### src/abwit_pkg.sv
package abwit_pkg;
   // task-file register offsets, ten-bit host address
   localparam logic [9:0] REG_DATA = 10'h1F0; // 16-bit data port
   localparam logic [9:0] REG_FAULT = 10'h1F1; // fault_code on read, features_port on write
   localparam logic [9:0] REG_SCNT = 10'h1F2; // sector_count
   localparam logic [9:0] REG_SNUM = 10'h1F3; // sector_number
   localparam logic [9:0] REG_CYLL = 10'h1F4; // cylinder_low
   localparam logic [9:0] REG_CYLH = 10'h1F5; // cylinder_high
   localparam logic [9:0] REG_DHS = 10'h1F6; // drive_head_select
   localparam logic [9:0] REG_CMD = 10'h1F7; // condition_flags on read, opcode_port on write

   // opcodes
   localparam logic [7:0] OP_BUF_LOAD = 8'hE8;
   localparam logic [7:0] OP_IDLE_A = 8'h97;
   localparam logic [7:0] OP_IDLE_B = 8'hE3;

   // condition_flags bit positions
   localparam int FLG_BUSY = 7;
   localparam int FLG_READY = 6;
   localparam int FLG_SEEKDONE = 4;
   localparam int FLG_DREQ = 3;
   localparam int FLG_FAULT = 0;
   // fault_code bit for an aborted command
   localparam int FLT_ABORT = 2;

   // values after reset
   localparam logic [7:0] RST_TASKREG = 8'h00;
   localparam logic [7:0] RST_SCNT = 8'h01;
   localparam logic [15:0] RST_RDATA = 16'h0000;

   // sector transfer: 512 bytes as 256 words of 16 bits
   localparam int SECTOR_BYTES = 512;
   localparam int WORD_BYTES = 2;
   localparam int SECTOR_WORDS = SECTOR_BYTES / WORD_BYTES;

   // clock and power-down timing
   localparam int CLK_HZ = 10_000_000; // sys_clk rate, 100 ns period
   localparam int TICK_PERIOD_S = 1; // prescaler tick, seconds
   localparam int TICK_CYCLES = TICK_PERIOD_S * CLK_HZ;
   localparam int SHORT_UNIT_S = 5; // counts 1..240
   localparam int LONG_UNIT_MIN = 30; // counts 241..251
   localparam int LONG_UNIT_S = LONG_UNIT_MIN * 60;
   localparam int LONG_BASE = 240;
   localparam int LONG_LAST = 251;
   localparam logic [7:0] CODE_21M = 8'hFC;
   localparam logic [7:0] CODE_8H = 8'hFD;
   localparam int T21M_S = 21 * 60;
   localparam int T8H_S = 8 * 3600;
   localparam int T21M15_S = 21 * 60 + 15;
   localparam int SEC_W = 15; // holds eight hours of seconds

   // command sequencer states, one-hot
   typedef enum logic [4:0] {
      ST_READY = 5'b00001, // waiting for an opcode
      ST_WB_PREP = 5'b00010, // busy, setting up the buffer
      ST_WB_XFER = 5'b00100, // data-request, taking words
      ST_IDLE_EXEC = 5'b01000, // busy, entering idle
      ST_ABORT = 5'b10000 // busy, rejecting an unknown opcode
   } abwit_state_t;
endpackage

### src/abwit_apd_timer.sv
`timescale 1ns/10ps
// automatic power-down countdown: one-second prescaler plus seconds counter
module abwit_apd_timer #(
   parameter int unsigned TICK_CYCLES = abwit_pkg::TICK_CYCLES
) (
   input wire logic sys_clk,
   input wire logic rst,
   input wire logic arm, // load period and start counting
   input wire logic halt, // stop and clear the prescaler; seconds left are kept
   input wire logic [7:0] period_code, // sector_count value of the idle command
   output logic running,
   output logic expired // one-cycle pulse at zero
);
   localparam int PW = (TICK_CYCLES > 1) ? $clog2(TICK_CYCLES) : 1;
   localparam logic [PW-1:0] PRE_LAST = PW'(TICK_CYCLES - 1);

   generate
      if (TICK_CYCLES < 2) begin : g_bad_tick
         $error("tick period must be at least two cycles");
      end
   endgenerate

   // period decode into whole seconds
   function automatic logic [abwit_pkg::SEC_W-1:0] period_secs(input logic [7:0] code);
      int s;
      s = abwit_pkg::T21M15_S; // codes 254 and 255
      if (code <= 8'(abwit_pkg::LONG_BASE)) begin
         s = int'(code) * abwit_pkg::SHORT_UNIT_S;
      end else if (code <= 8'(abwit_pkg::LONG_LAST)) begin
         s = (int'(code) - abwit_pkg::LONG_BASE) * abwit_pkg::LONG_UNIT_S;
      end else if (code == abwit_pkg::CODE_21M) begin
         s = abwit_pkg::T21M_S;
      end else if (code == abwit_pkg::CODE_8H) begin
         s = abwit_pkg::T8H_S;
      end
      return s[abwit_pkg::SEC_W-1:0];
   endfunction

   logic run_r, run_nxt; // countdown active
   logic [PW-1:0] pre_r, pre_nxt; // cycles within the current second
   logic [abwit_pkg::SEC_W-1:0] sec_r, sec_nxt; // seconds left
   logic exp_r, exp_nxt;

   // next-state: arm beats halt so a completing command can restart at once
   always_comb begin
      run_nxt = run_r;
      pre_nxt = pre_r;
      sec_nxt = sec_r;
      exp_nxt = 1'b0;
      if (arm) begin
         run_nxt = (period_code != 8'h00);
         pre_nxt = '0;
         sec_nxt = period_secs(period_code);
      end else if (halt) begin
         run_nxt = 1'b0;
         pre_nxt = '0;
      end else if (run_r) begin
         if (pre_r == PRE_LAST) begin
            pre_nxt = '0; // one-second tick
            sec_nxt = sec_r - 1'b1;
            if (sec_r == 1) begin
               run_nxt = 1'b0;
               exp_nxt = 1'b1;
            end
         end else begin
            pre_nxt = pre_r + 1'b1;
         end
      end
   end

   // registers only
   always_ff @(posedge sys_clk or posedge rst) begin
      if (rst) begin
         run_r <= 1'b0;
         pre_r <= '0;
         sec_r <= '0;
         exp_r <= 1'b0;
      end else begin
         run_r <= run_nxt;
         pre_r <= pre_nxt;
         sec_r <= sec_nxt;
         exp_r <= exp_nxt;
      end
   end

   assign running = run_r;
   assign expired = exp_r;
endmodule

### src/abwit_top.sv
`timescale 1ns/10ps
// task-file command interpreter for buffer load and idle with power-down timer
module abwit_top #(
   parameter int unsigned TICK_CYCLES = abwit_pkg::TICK_CYCLES
) (
   input wire logic sys_clk,
   input wire logic rst,
   input wire logic [9:0] tf_addr, // task-file address
   input wire logic tf_wr, // one-cycle write strobe
   input wire logic tf_rd, // one-cycle read strobe
   input wire logic [15:0] tf_wdata, // low byte used for 8-bit registers
   output logic [15:0] tf_rdata, // registered, valid the cycle after tf_rd
   output logic intrq, // host interrupt line
   input wire logic spindle_rotating, // spindle already at speed
   output logic spin_up_req, // one-cycle pulse
   output logic spin_down_req, // one-cycle pulse on timer standby
   output logic idle_mode,
   output logic standby_mode,
   output logic apd_enabled, // automatic power-down armed
   input wire logic [7:0] buf_rd_addr, // drive-side buffer word address
   output logic [15:0] buf_rd_data // registered word from the buffer
);
   localparam int WCW = $clog2(abwit_pkg::SECTOR_WORDS);
   localparam logic [WCW-1:0] WC_LAST = WCW'(abwit_pkg::SECTOR_WORDS - 1);

   generate
      if (abwit_pkg::SECTOR_WORDS != 256) begin : g_bad_words
         $error("buffer address port assumes 256 words");
      end
   endgenerate

   // sector buffer, written only by the host during data-request
   logic [15:0] sbuf [abwit_pkg::SECTOR_WORDS];

   abwit_pkg::abwit_state_t state_r, state_nxt;
   logic [WCW-1:0] wcnt_r, wcnt_nxt; // words taken so far
   logic bsy_r, bsy_nxt;
   logic drq_r, drq_nxt;
   logic err_r, err_nxt;
   logic intrq_r, intrq_nxt;
   logic [7:0] fault_r, fault_nxt;
   logic [7:0] scnt_r, scnt_nxt;
   logic [7:0] snum_r, snum_nxt;
   logic [7:0] cyll_r, cyll_nxt;
   logic [7:0] cylh_r, cylh_nxt;
   logic [7:0] dhs_r, dhs_nxt;
   logic [15:0] rdata_r, rdata_nxt;
   logic idle_r, idle_nxt;
   logic stby_r, stby_nxt;
   logic apd_r, apd_nxt;
   logic spup_r, spup_nxt;
   logic spdn_r, spdn_nxt;
   logic [15:0] bufq_r;
   logic tmr_arm, tmr_halt; // timer controls, combinational
   logic tmr_run, tmr_exp;
   logic [7:0] flags; // condition_flags as read
   logic cmd_wr, dat_wr, is_idle_op;

   // opcode writes count only while the device is ready; busy ignores them
   assign cmd_wr = tf_wr && tf_addr == abwit_pkg::REG_CMD && state_r == abwit_pkg::ST_READY;
   assign dat_wr = tf_wr && tf_addr == abwit_pkg::REG_DATA && state_r == abwit_pkg::ST_WB_XFER;
   assign is_idle_op = tf_wdata[7:0] == abwit_pkg::OP_IDLE_A
                    || tf_wdata[7:0] == abwit_pkg::OP_IDLE_B;

   always_comb begin
      flags = 8'h00;
      flags[abwit_pkg::FLG_BUSY] = bsy_r;
      flags[abwit_pkg::FLG_READY] = 1'b1;
      flags[abwit_pkg::FLG_SEEKDONE] = 1'b1;
      flags[abwit_pkg::FLG_DREQ] = drq_r;
      flags[abwit_pkg::FLG_FAULT] = err_r;
   end

   abwit_apd_timer #(
      .TICK_CYCLES(TICK_CYCLES)
   ) u_timer (
      .sys_clk(sys_clk),
      .rst(rst),
      .arm(tmr_arm),
      .halt(tmr_halt),
      .period_code(scnt_r),
      .running(tmr_run),
      .expired(tmr_exp)
   );

   // sequencer, task-file registers and power state
   always_comb begin
      state_nxt = state_r;
      wcnt_nxt = wcnt_r;
      bsy_nxt = bsy_r;
      drq_nxt = drq_r;
      err_nxt = err_r;
      intrq_nxt = intrq_r;
      fault_nxt = fault_r;
      scnt_nxt = scnt_r;
      snum_nxt = snum_r;
      cyll_nxt = cyll_r;
      cylh_nxt = cylh_r;
      dhs_nxt = dhs_r;
      rdata_nxt = rdata_r;
      idle_nxt = idle_r;
      stby_nxt = stby_r;
      apd_nxt = apd_r;
      spup_nxt = 1'b0;
      spdn_nxt = 1'b0;
      tmr_arm = 1'b0;
      tmr_halt = 1'b0;

      // host reads: status read acknowledges the interrupt
      if (tf_rd) begin
         case (tf_addr)
            abwit_pkg::REG_CMD: begin
               rdata_nxt = {8'h00, flags};
               intrq_nxt = 1'b0;
            end
            abwit_pkg::REG_FAULT: rdata_nxt = {8'h00, fault_r};
            abwit_pkg::REG_SCNT: rdata_nxt = {8'h00, scnt_r};
            abwit_pkg::REG_SNUM: rdata_nxt = {8'h00, snum_r};
            abwit_pkg::REG_CYLL: rdata_nxt = {8'h00, cyll_r};
            abwit_pkg::REG_CYLH: rdata_nxt = {8'h00, cylh_r};
            abwit_pkg::REG_DHS: rdata_nxt = {8'h00, dhs_r};
            default: rdata_nxt = 16'h0000; // data port and unmapped read zero
         endcase
      end

      // parameter writes are dropped while busy
      if (tf_wr && !bsy_r) begin
         case (tf_addr)
            abwit_pkg::REG_SCNT: scnt_nxt = tf_wdata[7:0];
            abwit_pkg::REG_SNUM: snum_nxt = tf_wdata[7:0];
            abwit_pkg::REG_CYLL: cyll_nxt = tf_wdata[7:0];
            abwit_pkg::REG_CYLH: cylh_nxt = tf_wdata[7:0];
            abwit_pkg::REG_DHS: dhs_nxt = tf_wdata[7:0];
            default: ;
         endcase
      end

      // timer expiry while idle drops to standby
      if (tmr_exp && idle_r) begin
         idle_nxt = 1'b0;
         stby_nxt = 1'b1;
         spdn_nxt = 1'b1;
      end

      case (state_r)
         abwit_pkg::ST_READY: begin
            if (cmd_wr) begin
               tmr_halt = 1'b1;
               bsy_nxt = 1'b1;
               err_nxt = 1'b0;
               fault_nxt = 8'h00;
               intrq_nxt = 1'b0; // a new command withdraws the old interrupt
               if (tf_wdata[7:0] == abwit_pkg::OP_BUF_LOAD) begin
                  state_nxt = abwit_pkg::ST_WB_PREP;
               end else if (is_idle_op) begin
                  state_nxt = abwit_pkg::ST_IDLE_EXEC;
               end else begin
                  state_nxt = abwit_pkg::ST_ABORT;
               end
            end
         end
         abwit_pkg::ST_WB_PREP: begin
            // buffer is always writable, so one busy cycle suffices
            wcnt_nxt = '0;
            bsy_nxt = 1'b0;
            drq_nxt = 1'b1;
            state_nxt = abwit_pkg::ST_WB_XFER;
         end
         abwit_pkg::ST_WB_XFER: begin
            if (dat_wr) begin
               wcnt_nxt = wcnt_r + 1'b1;
               if (wcnt_r == WC_LAST) begin
                  drq_nxt = 1'b0;
                  intrq_nxt = 1'b1;
                  state_nxt = abwit_pkg::ST_READY;
                  tmr_arm = apd_r && idle_r;
               end
            end
         end
         abwit_pkg::ST_IDLE_EXEC: begin
            // interrupt goes out now; spindle settles on its own
            bsy_nxt = 1'b0;
            intrq_nxt = 1'b1;
            idle_nxt = 1'b1;
            stby_nxt = 1'b0;
            spup_nxt = !spindle_rotating;
            apd_nxt = scnt_r != 8'h00;
            tmr_arm = scnt_r != 8'h00;
            state_nxt = abwit_pkg::ST_READY;
         end
         abwit_pkg::ST_ABORT: begin
            // unknown opcode: fail it and restart the countdown
            bsy_nxt = 1'b0;
            err_nxt = 1'b1;
            fault_nxt[abwit_pkg::FLT_ABORT] = 1'b1;
            intrq_nxt = 1'b1;
            tmr_arm = apd_r && idle_r;
            state_nxt = abwit_pkg::ST_READY;
         end
         default: begin
            state_nxt = abwit_pkg::ST_READY;
            bsy_nxt = 1'b0;
            drq_nxt = 1'b0;
         end
      endcase
   end

   // registers only
   always_ff @(posedge sys_clk or posedge rst) begin
      if (rst) begin
         state_r <= abwit_pkg::ST_READY;
         wcnt_r <= '0;
         bsy_r <= 1'b0;
         drq_r <= 1'b0;
         err_r <= 1'b0;
         intrq_r <= 1'b0;
         fault_r <= abwit_pkg::RST_TASKREG;
         scnt_r <= abwit_pkg::RST_SCNT;
         snum_r <= abwit_pkg::RST_TASKREG;
         cyll_r <= abwit_pkg::RST_TASKREG;
         cylh_r <= abwit_pkg::RST_TASKREG;
         dhs_r <= abwit_pkg::RST_TASKREG;
         rdata_r <= abwit_pkg::RST_RDATA;
         idle_r <= 1'b1;
         stby_r <= 1'b0;
         apd_r <= 1'b0;
         spup_r <= 1'b0;
         spdn_r <= 1'b0;
      end else begin
         state_r <= state_nxt;
         wcnt_r <= wcnt_nxt;
         bsy_r <= bsy_nxt;
         drq_r <= drq_nxt;
         err_r <= err_nxt;
         intrq_r <= intrq_nxt;
         fault_r <= fault_nxt;
         scnt_r <= scnt_nxt;
         snum_r <= snum_nxt;
         cyll_r <= cyll_nxt;
         cylh_r <= cylh_nxt;
         dhs_r <= dhs_nxt;
         rdata_r <= rdata_nxt;
         idle_r <= idle_nxt;
         stby_r <= stby_nxt;
         apd_r <= apd_nxt;
         spup_r <= spup_nxt;
         spdn_r <= spdn_nxt;
      end
   end

   // buffer array, no reset so it maps onto block memory
   always_ff @(posedge sys_clk) begin
      if (dat_wr) begin
         sbuf[wcnt_r] <= tf_wdata;
      end
      bufq_r <= sbuf[buf_rd_addr];
   end

   assign tf_rdata = rdata_r;
   assign intrq = intrq_r;
   assign spin_up_req = spup_r;
   assign spin_down_req = spdn_r;
   assign idle_mode = idle_r;
   assign standby_mode = stby_r;
   assign apd_enabled = apd_r;
   assign buf_rd_data = bufq_r;

   // checks
   wb_decode_a: assert property (@(posedge sys_clk) disable iff (rst)
      cmd_wr && tf_wdata[7:0] == abwit_pkg::OP_BUF_LOAD |=> bsy_r && !drq_r ##1 drq_r && !bsy_r)
      else $error("buffer load opcode not started");
   wb_dreq_a: assert property (@(posedge sys_clk) disable iff (rst)
      $rose(drq_r) |-> $past(bsy_r) && !bsy_r)
      else $error("data-request without preceding busy");
   wb_words_a: assert property (@(posedge sys_clk) disable iff (rst)
      dat_wr && wcnt_r != WC_LAST |=> drq_r && !intrq_r)
      else $error("buffer load ended early");
   wb_last_a: assert property (@(posedge sys_clk) disable iff (rst)
      dat_wr && wcnt_r == WC_LAST |=> intrq_r && !drq_r && state_r == abwit_pkg::ST_READY)
      else $error("no interrupt after last word");
   idle_decode_a: assert property (@(posedge sys_clk) disable iff (rst)
      cmd_wr && is_idle_op |=> state_r == abwit_pkg::ST_IDLE_EXEC && bsy_r)
      else $error("idle opcode not decoded");
   idle_done_a: assert property (@(posedge sys_clk) disable iff (rst)
      cmd_wr && is_idle_op |=> ##1 !bsy_r && intrq_r && idle_r && !stby_r)
      else $error("idle command did not complete");
   idle_nowait_a: assert property (@(posedge sys_clk) disable iff (rst)
      state_r == abwit_pkg::ST_IDLE_EXEC && !spindle_rotating |=> intrq_r && spup_r)
      else $error("idle interrupt waited for spindle");
   no_spinup_a: assert property (@(posedge sys_clk) disable iff (rst)
      state_r == abwit_pkg::ST_IDLE_EXEC && spindle_rotating |=> !spup_r)
      else $error("spin-up requested while rotating");
   apd_start_a: assert property (@(posedge sys_clk) disable iff (rst)
      state_r == abwit_pkg::ST_IDLE_EXEC && scnt_r != 8'h00 |=> apd_r && tmr_run)
      else $error("power-down timer not started");
   to_standby_a: assert property (@(posedge sys_clk) disable iff (rst)
      tmr_exp && idle_r |=> stby_r && !idle_r && spdn_r)
      else $error("expiry did not enter standby");
   apd_off_a: assert property (@(posedge sys_clk) disable iff (rst)
      state_r == abwit_pkg::ST_IDLE_EXEC && scnt_r == 8'h00 |=> !apd_r && !tmr_run)
      else $error("zero period left timer on");
   cmd_halt_a: assert property (@(posedge sys_clk) disable iff (rst)
      cmd_wr |=> !tmr_run)
      else $error("command did not stop the timer");
   restart_a: assert property (@(posedge sys_clk) disable iff (rst)
      state_r == abwit_pkg::ST_ABORT && apd_r && idle_r && scnt_r != 8'h00 |=> tmr_run)
      else $error("timer not restarted after command");

   wb_done_c: cover property (@(posedge sys_clk) disable iff (rst)
      dat_wr && wcnt_r == WC_LAST);
   idle_apd_c: cover property (@(posedge sys_clk) disable iff (rst)
      state_r == abwit_pkg::ST_IDLE_EXEC && scnt_r != 8'h00);
   expire_c: cover property (@(posedge sys_clk) disable iff (rst) tmr_exp && idle_r);
   abort_c: cover property (@(posedge sys_clk) disable iff (rst)
      state_r == abwit_pkg::ST_ABORT);
endmodule

### config.mk
export PLATFORM = sky130hd
export DESIGN_NAME = abwit_top
export DESIGN_NICKNAME = d
export VERILOG_FILES = /design/src/abwit_pkg.sv /design/src/abwit_apd_timer.sv /design/src/abwit_top.sv
export SDC_FILE = /design/constraint.sdc
export NUM_CORES = 2
export LEC_CHECK = 0
export BUFFER_PORTS_ARGS = -buffer_cell sky130_fd_sc_hd__clkbuf_2
export CORE_ASPECT_RATIO = 0.8
export CORE_MARGIN = 2
export CORE_UTILIZATION = 48
export CTS_CLUSTER_DIAMETER = 60
export DETAILED_ROUTE_END_ITERATION = 12
export GPL_TIMING_DRIVEN = 0
export MAX_ROUTING_LAYER = met4
export RECOVER_POWER = 25
export SLEW_MARGIN = 20
export SYNTH_ARGS = -nofsm -noshare
export SYNTH_HDL_FRONTEND = slang
export SYNTH_SLANG_ARGS = --single-unit
### constraint.sdc
create_clock -name sys_clk -period 5.2 [get_ports sys_clk]
set_input_delay 1.04 -clock sys_clk [delete_from_list [all_inputs] [get_ports sys_clk]]
set_output_delay 1.04 -clock sys_clk [all_outputs]
set_load 0.03 [all_outputs]
==> results_dict.tcl <==
set metrics [dict create \
    area.growth.synth_to_final_pct 15.1 \
    placementRows 191 \
    chipHeight_um 526 \
    synth-edff-count 4096 \
    core_region_area_um2 339000 \
    cap_viol_max_count 26 \
    setup_viol 34 \
    cts.clk_slew.worst_paths_ns 0.06 \
    slew_headroom -2.16 \
    port_buffers 61 \
    count_of_distinct_cell_types_in_the_synthesized_netlist 72 \
    gp_congestion 0.987 \
    start_kind "input port" \
    dr.first_iter.drc_count 12200 \
    bufs_on_longest_clock_path 4 \
    hold_viol 0 \
    layout_common_cells "edfxtp_1 (4096), mux4_2 (817), mux2i_1 (533)" \
    postSynthAreaPerCell_um2 20.9 \
    yosysWarnings 0 \
    hold_class "in -> reg" \
    die-area_um2 345000 \
    synth-seq-cells 4223 \
    worst_clock_skew_ns 0.0412 \
    layout.core_utilization 0.555 \
    worst_slew_pin_slew_ns 4.73 \
    postCtsHoldBufs 0 \
    synthArstFlopShare 0.0263 \
    period_minus_slack_ns 5.52 \
    remaining_drc_errors 0 \
    vias_in_the_first_global_route 82600 \
    drtPass1Iterations 7 \
    topRoutingLayerUsed "met4" \
    grt_use_total 0.282 \
    synth_sequential_area_ratio 0.772 \
    worstPathArrival_ns 6.32 \
    initial_core_util 0.483 \
    timing.final.crit_share 1.06 \
    critical_path_class "in -> reg" \
    cellLeakagePower_nw 60.5 \
    share_of_cells_above_drive_strength_1 0.264 \
    drv_slew 1844 \
    grt_pass1_wl_um 659000 \
    cts_root_buf "clkbuf_16" \
    num_vias 85200 \
    routed_via_density 6.31 \
    wl_per_cell_um 35.4 \
    wl_met3_um 50000 \
    met1Wirelength_um 191000 \
    totalNegativeSetupSlack_ns -3.37 \
    cp-end-kind "register" \
    fmax_ghz 0.181 \
    pwr_density_cell_nw_per_um2 379 \
    layout.cells.most_common "edfxtp_1" \
    critical_path_required_ns 6.00 \
    insertion_delay_ns 1.00 \
    met2_length_um 217000 \
    grt_max_degree 101 \
    design.portCount 77 \
    mappedNetlistArea_um2 163000 \
    grt_overflow 0 \
    fp.dieW_um 656 \
    min_setup_slack_post_route_ns -0.317 \
    violations_in_the_final_reports "capacitance limit, slew limit, setup timing" \
    ctsHtreeMaxLevel 5 \
    dominantRegCellSynth "edfxtp_1" \
    cts_tree "built" \
    cell_count_after_synthesis 7829 \
    post_detail_place_hpwl_um 327000 \
    reg2reg_slack_ns -0.15 \
    grt_setup_unrepaired "true" \
    routed_wirelength_um 478000 \
    cts_sinks 4223 \
    cts_buffers 416 \
    worst-path-max-fanout 10 \
    route.antenna.remaining_nets 0 \
    outcome "finished, violations left" \
    maximum_vdd_ir_drop_mv 0.328 \
    layout.nets 8692 \
    antenna_found_initial 22 \
]
cells in the mapped netlist, drive strengths merged (4+ instances only):
master / instances / area share
buf: 264 / 0.010
a22o: 67 / 0.0036
a211oi: 41 / 0.0019
nor2: 370 / 0.0085
ha: 44 / 0.0034
mux2i: 533 / 0.033
o21ai: 49 / 0.0015
a22oi: 184 / 0.0085
nand2b: 7 / 0.00027
mux2: 47 / 0.0032
o211ai: 16 / 0.00074
fa: 7 / 0.00086
nand2: 90 / 0.0021
or3: 17 / 0.00065
o22a: 17 / 0.00091
nand3: 39 / 0.0012
and3: 29 / 0.0011
nor2b: 16 / 0.00061
nand3b: 6 / 0.00028
o31ai: 4 / 0.00018
mux4: 817 / 0.11
a31oi: 71 / 0.0027
xor2: 21 / 0.0011
nor3: 43 / 0.0013
nor4: 75 / 0.0030
o22ai: 266 / 0.010
clkbuf: 197 / 0.0045
or2: 4 / 0.00015
inv: 37 / 0.00085
edfxtp: 4096 / 0.75
xnor2: 15 / 0.00080
nand4: 38 / 0.0015
nand4b: 10 / 0.00054
dfxtp: 16 / 0.0020
a21o: 10 / 0.00046
a21oi: 93 / 0.0028
o221ai: 16 / 0.00086
dfrtp: 108 / 0.017
and2: 7 / 0.00027
cell families (layout without fill, tap and decap cells):
group / count (synthesis) / count (layout) / synth area share
DFF: 4223 / 4223 / 0.772
xor gates and xnor gates: 37 / 37 / 0.00207
AOI/OAI and AO/OA: 850 / 850 / 0.0351
buffers and inverters: 498 / 1612 / 0.0158
muxes: 1397 / 1397 / 0.148
and+or+nand+nor: 772 / 772 / 0.0226
other: 1 / 26 / 0.0000229
adders and majority gates: 51 / 51 / 0.00423
metrics by stage:
step                hold slack [ns]  worst slack [ns]  total power (W)  instance area [µm²]  std cells
global placement              0.466             -1.87           0.0417               169000      12400
CTS                          0.0324            0.0207           0.0715               188000      13500
floorplan                     0.383              1.23           0.0397               163000       7836
detailed placement            0.494             -1.27           0.0416               175000      12700
global route                  0.193           -0.0881           0.0729               188000      13500
finish                        0.220            -0.317           0.0713               188000      13500
sequential cells by signal, indices dropped and copies added (netlist names):
signal and count:
spin_up_req 1, dhs_r 8, drq_r 1, cyll_r 8, cylh_r 8, scnt_r 8
spin_down_req 1, u_timer.expired 1, err_r 1, tf_rdata 8, buf_rd_data 16, state_r 5
bsy_r 1, apd_enabled 1, u_timer.running 1, u_timer.pre_r 24, standby_mode 1, intrq 1
idle_mode 1, u_timer.sec_r 15, wcnt_r 8, sbuf 4096, snum_r 8
power by group:
group | internal (W) | switching (W) | leakage, nW
combinational | 0.00108 | 0.00249 | 15.5
sequential | 0.0374 | 0.0000103 | 38.4
clock | 0.0175 | 0.0129 | 6.65
total | 0.0559 | 0.0154 | 60.5
what timing repair did:
| item | in CTS | in global routing |
|---|---|---|
| pin swaps | 0 | 1 |
| endpoints found under the setup margin | 13 | 23 |
| resized for setup | 12 | 3 |
| setup buffers | 0 | 0 |
per-layer routing:
metal,vias up,GRT usage
met5,-,-
met4,0,0.0985
met3,873,0.0682
met2,4520,0.414
met1,45400,0.387
li1,34400,-
critical path: stages:
cell     delay, ns
buf_2         0.41
buf_4         0.39
buf_4         0.40
buf_2         0.47
buf_2         0.65
mux4_2        0.33
a22oi_1       0.18
a31oi_1       0.79
nand4_1       0.70
nor3_1        0.84
final timing paths:
| check | start | endpoint | cells past startpoint |
|---|---|---|---|
| max reg2reg | state_r[0] | sbuf[78][2] | 10 |
| min | spindle_rotating | spin_up_req | 2 |
| max | buf_rd_addr[1] | buf_rd_data[1] | 10 |
| min reg2reg | standby_mode | standby_mode | 1 |
| min in group asynchronous | rst | u_timer.sec_r[1] | 2 |
| max in group asynchronous | rst | wcnt_r[4] | 3 |
area by class of cell:
type	count	area (µm²)
Antenna cell	18	45.0
Buffer	461	2480
Clock buffer	522	11200
Clock inverter	244	2460
Fill cell	25300	151000
Inverter	37	140
Multi-Input combinational cell	3115	35900
Sequential cell	4223	126000
Tap cell	4535	5670
Timing Repair Buffer	348	4190
Note: power is estimated with default switching activity, not from simulation.
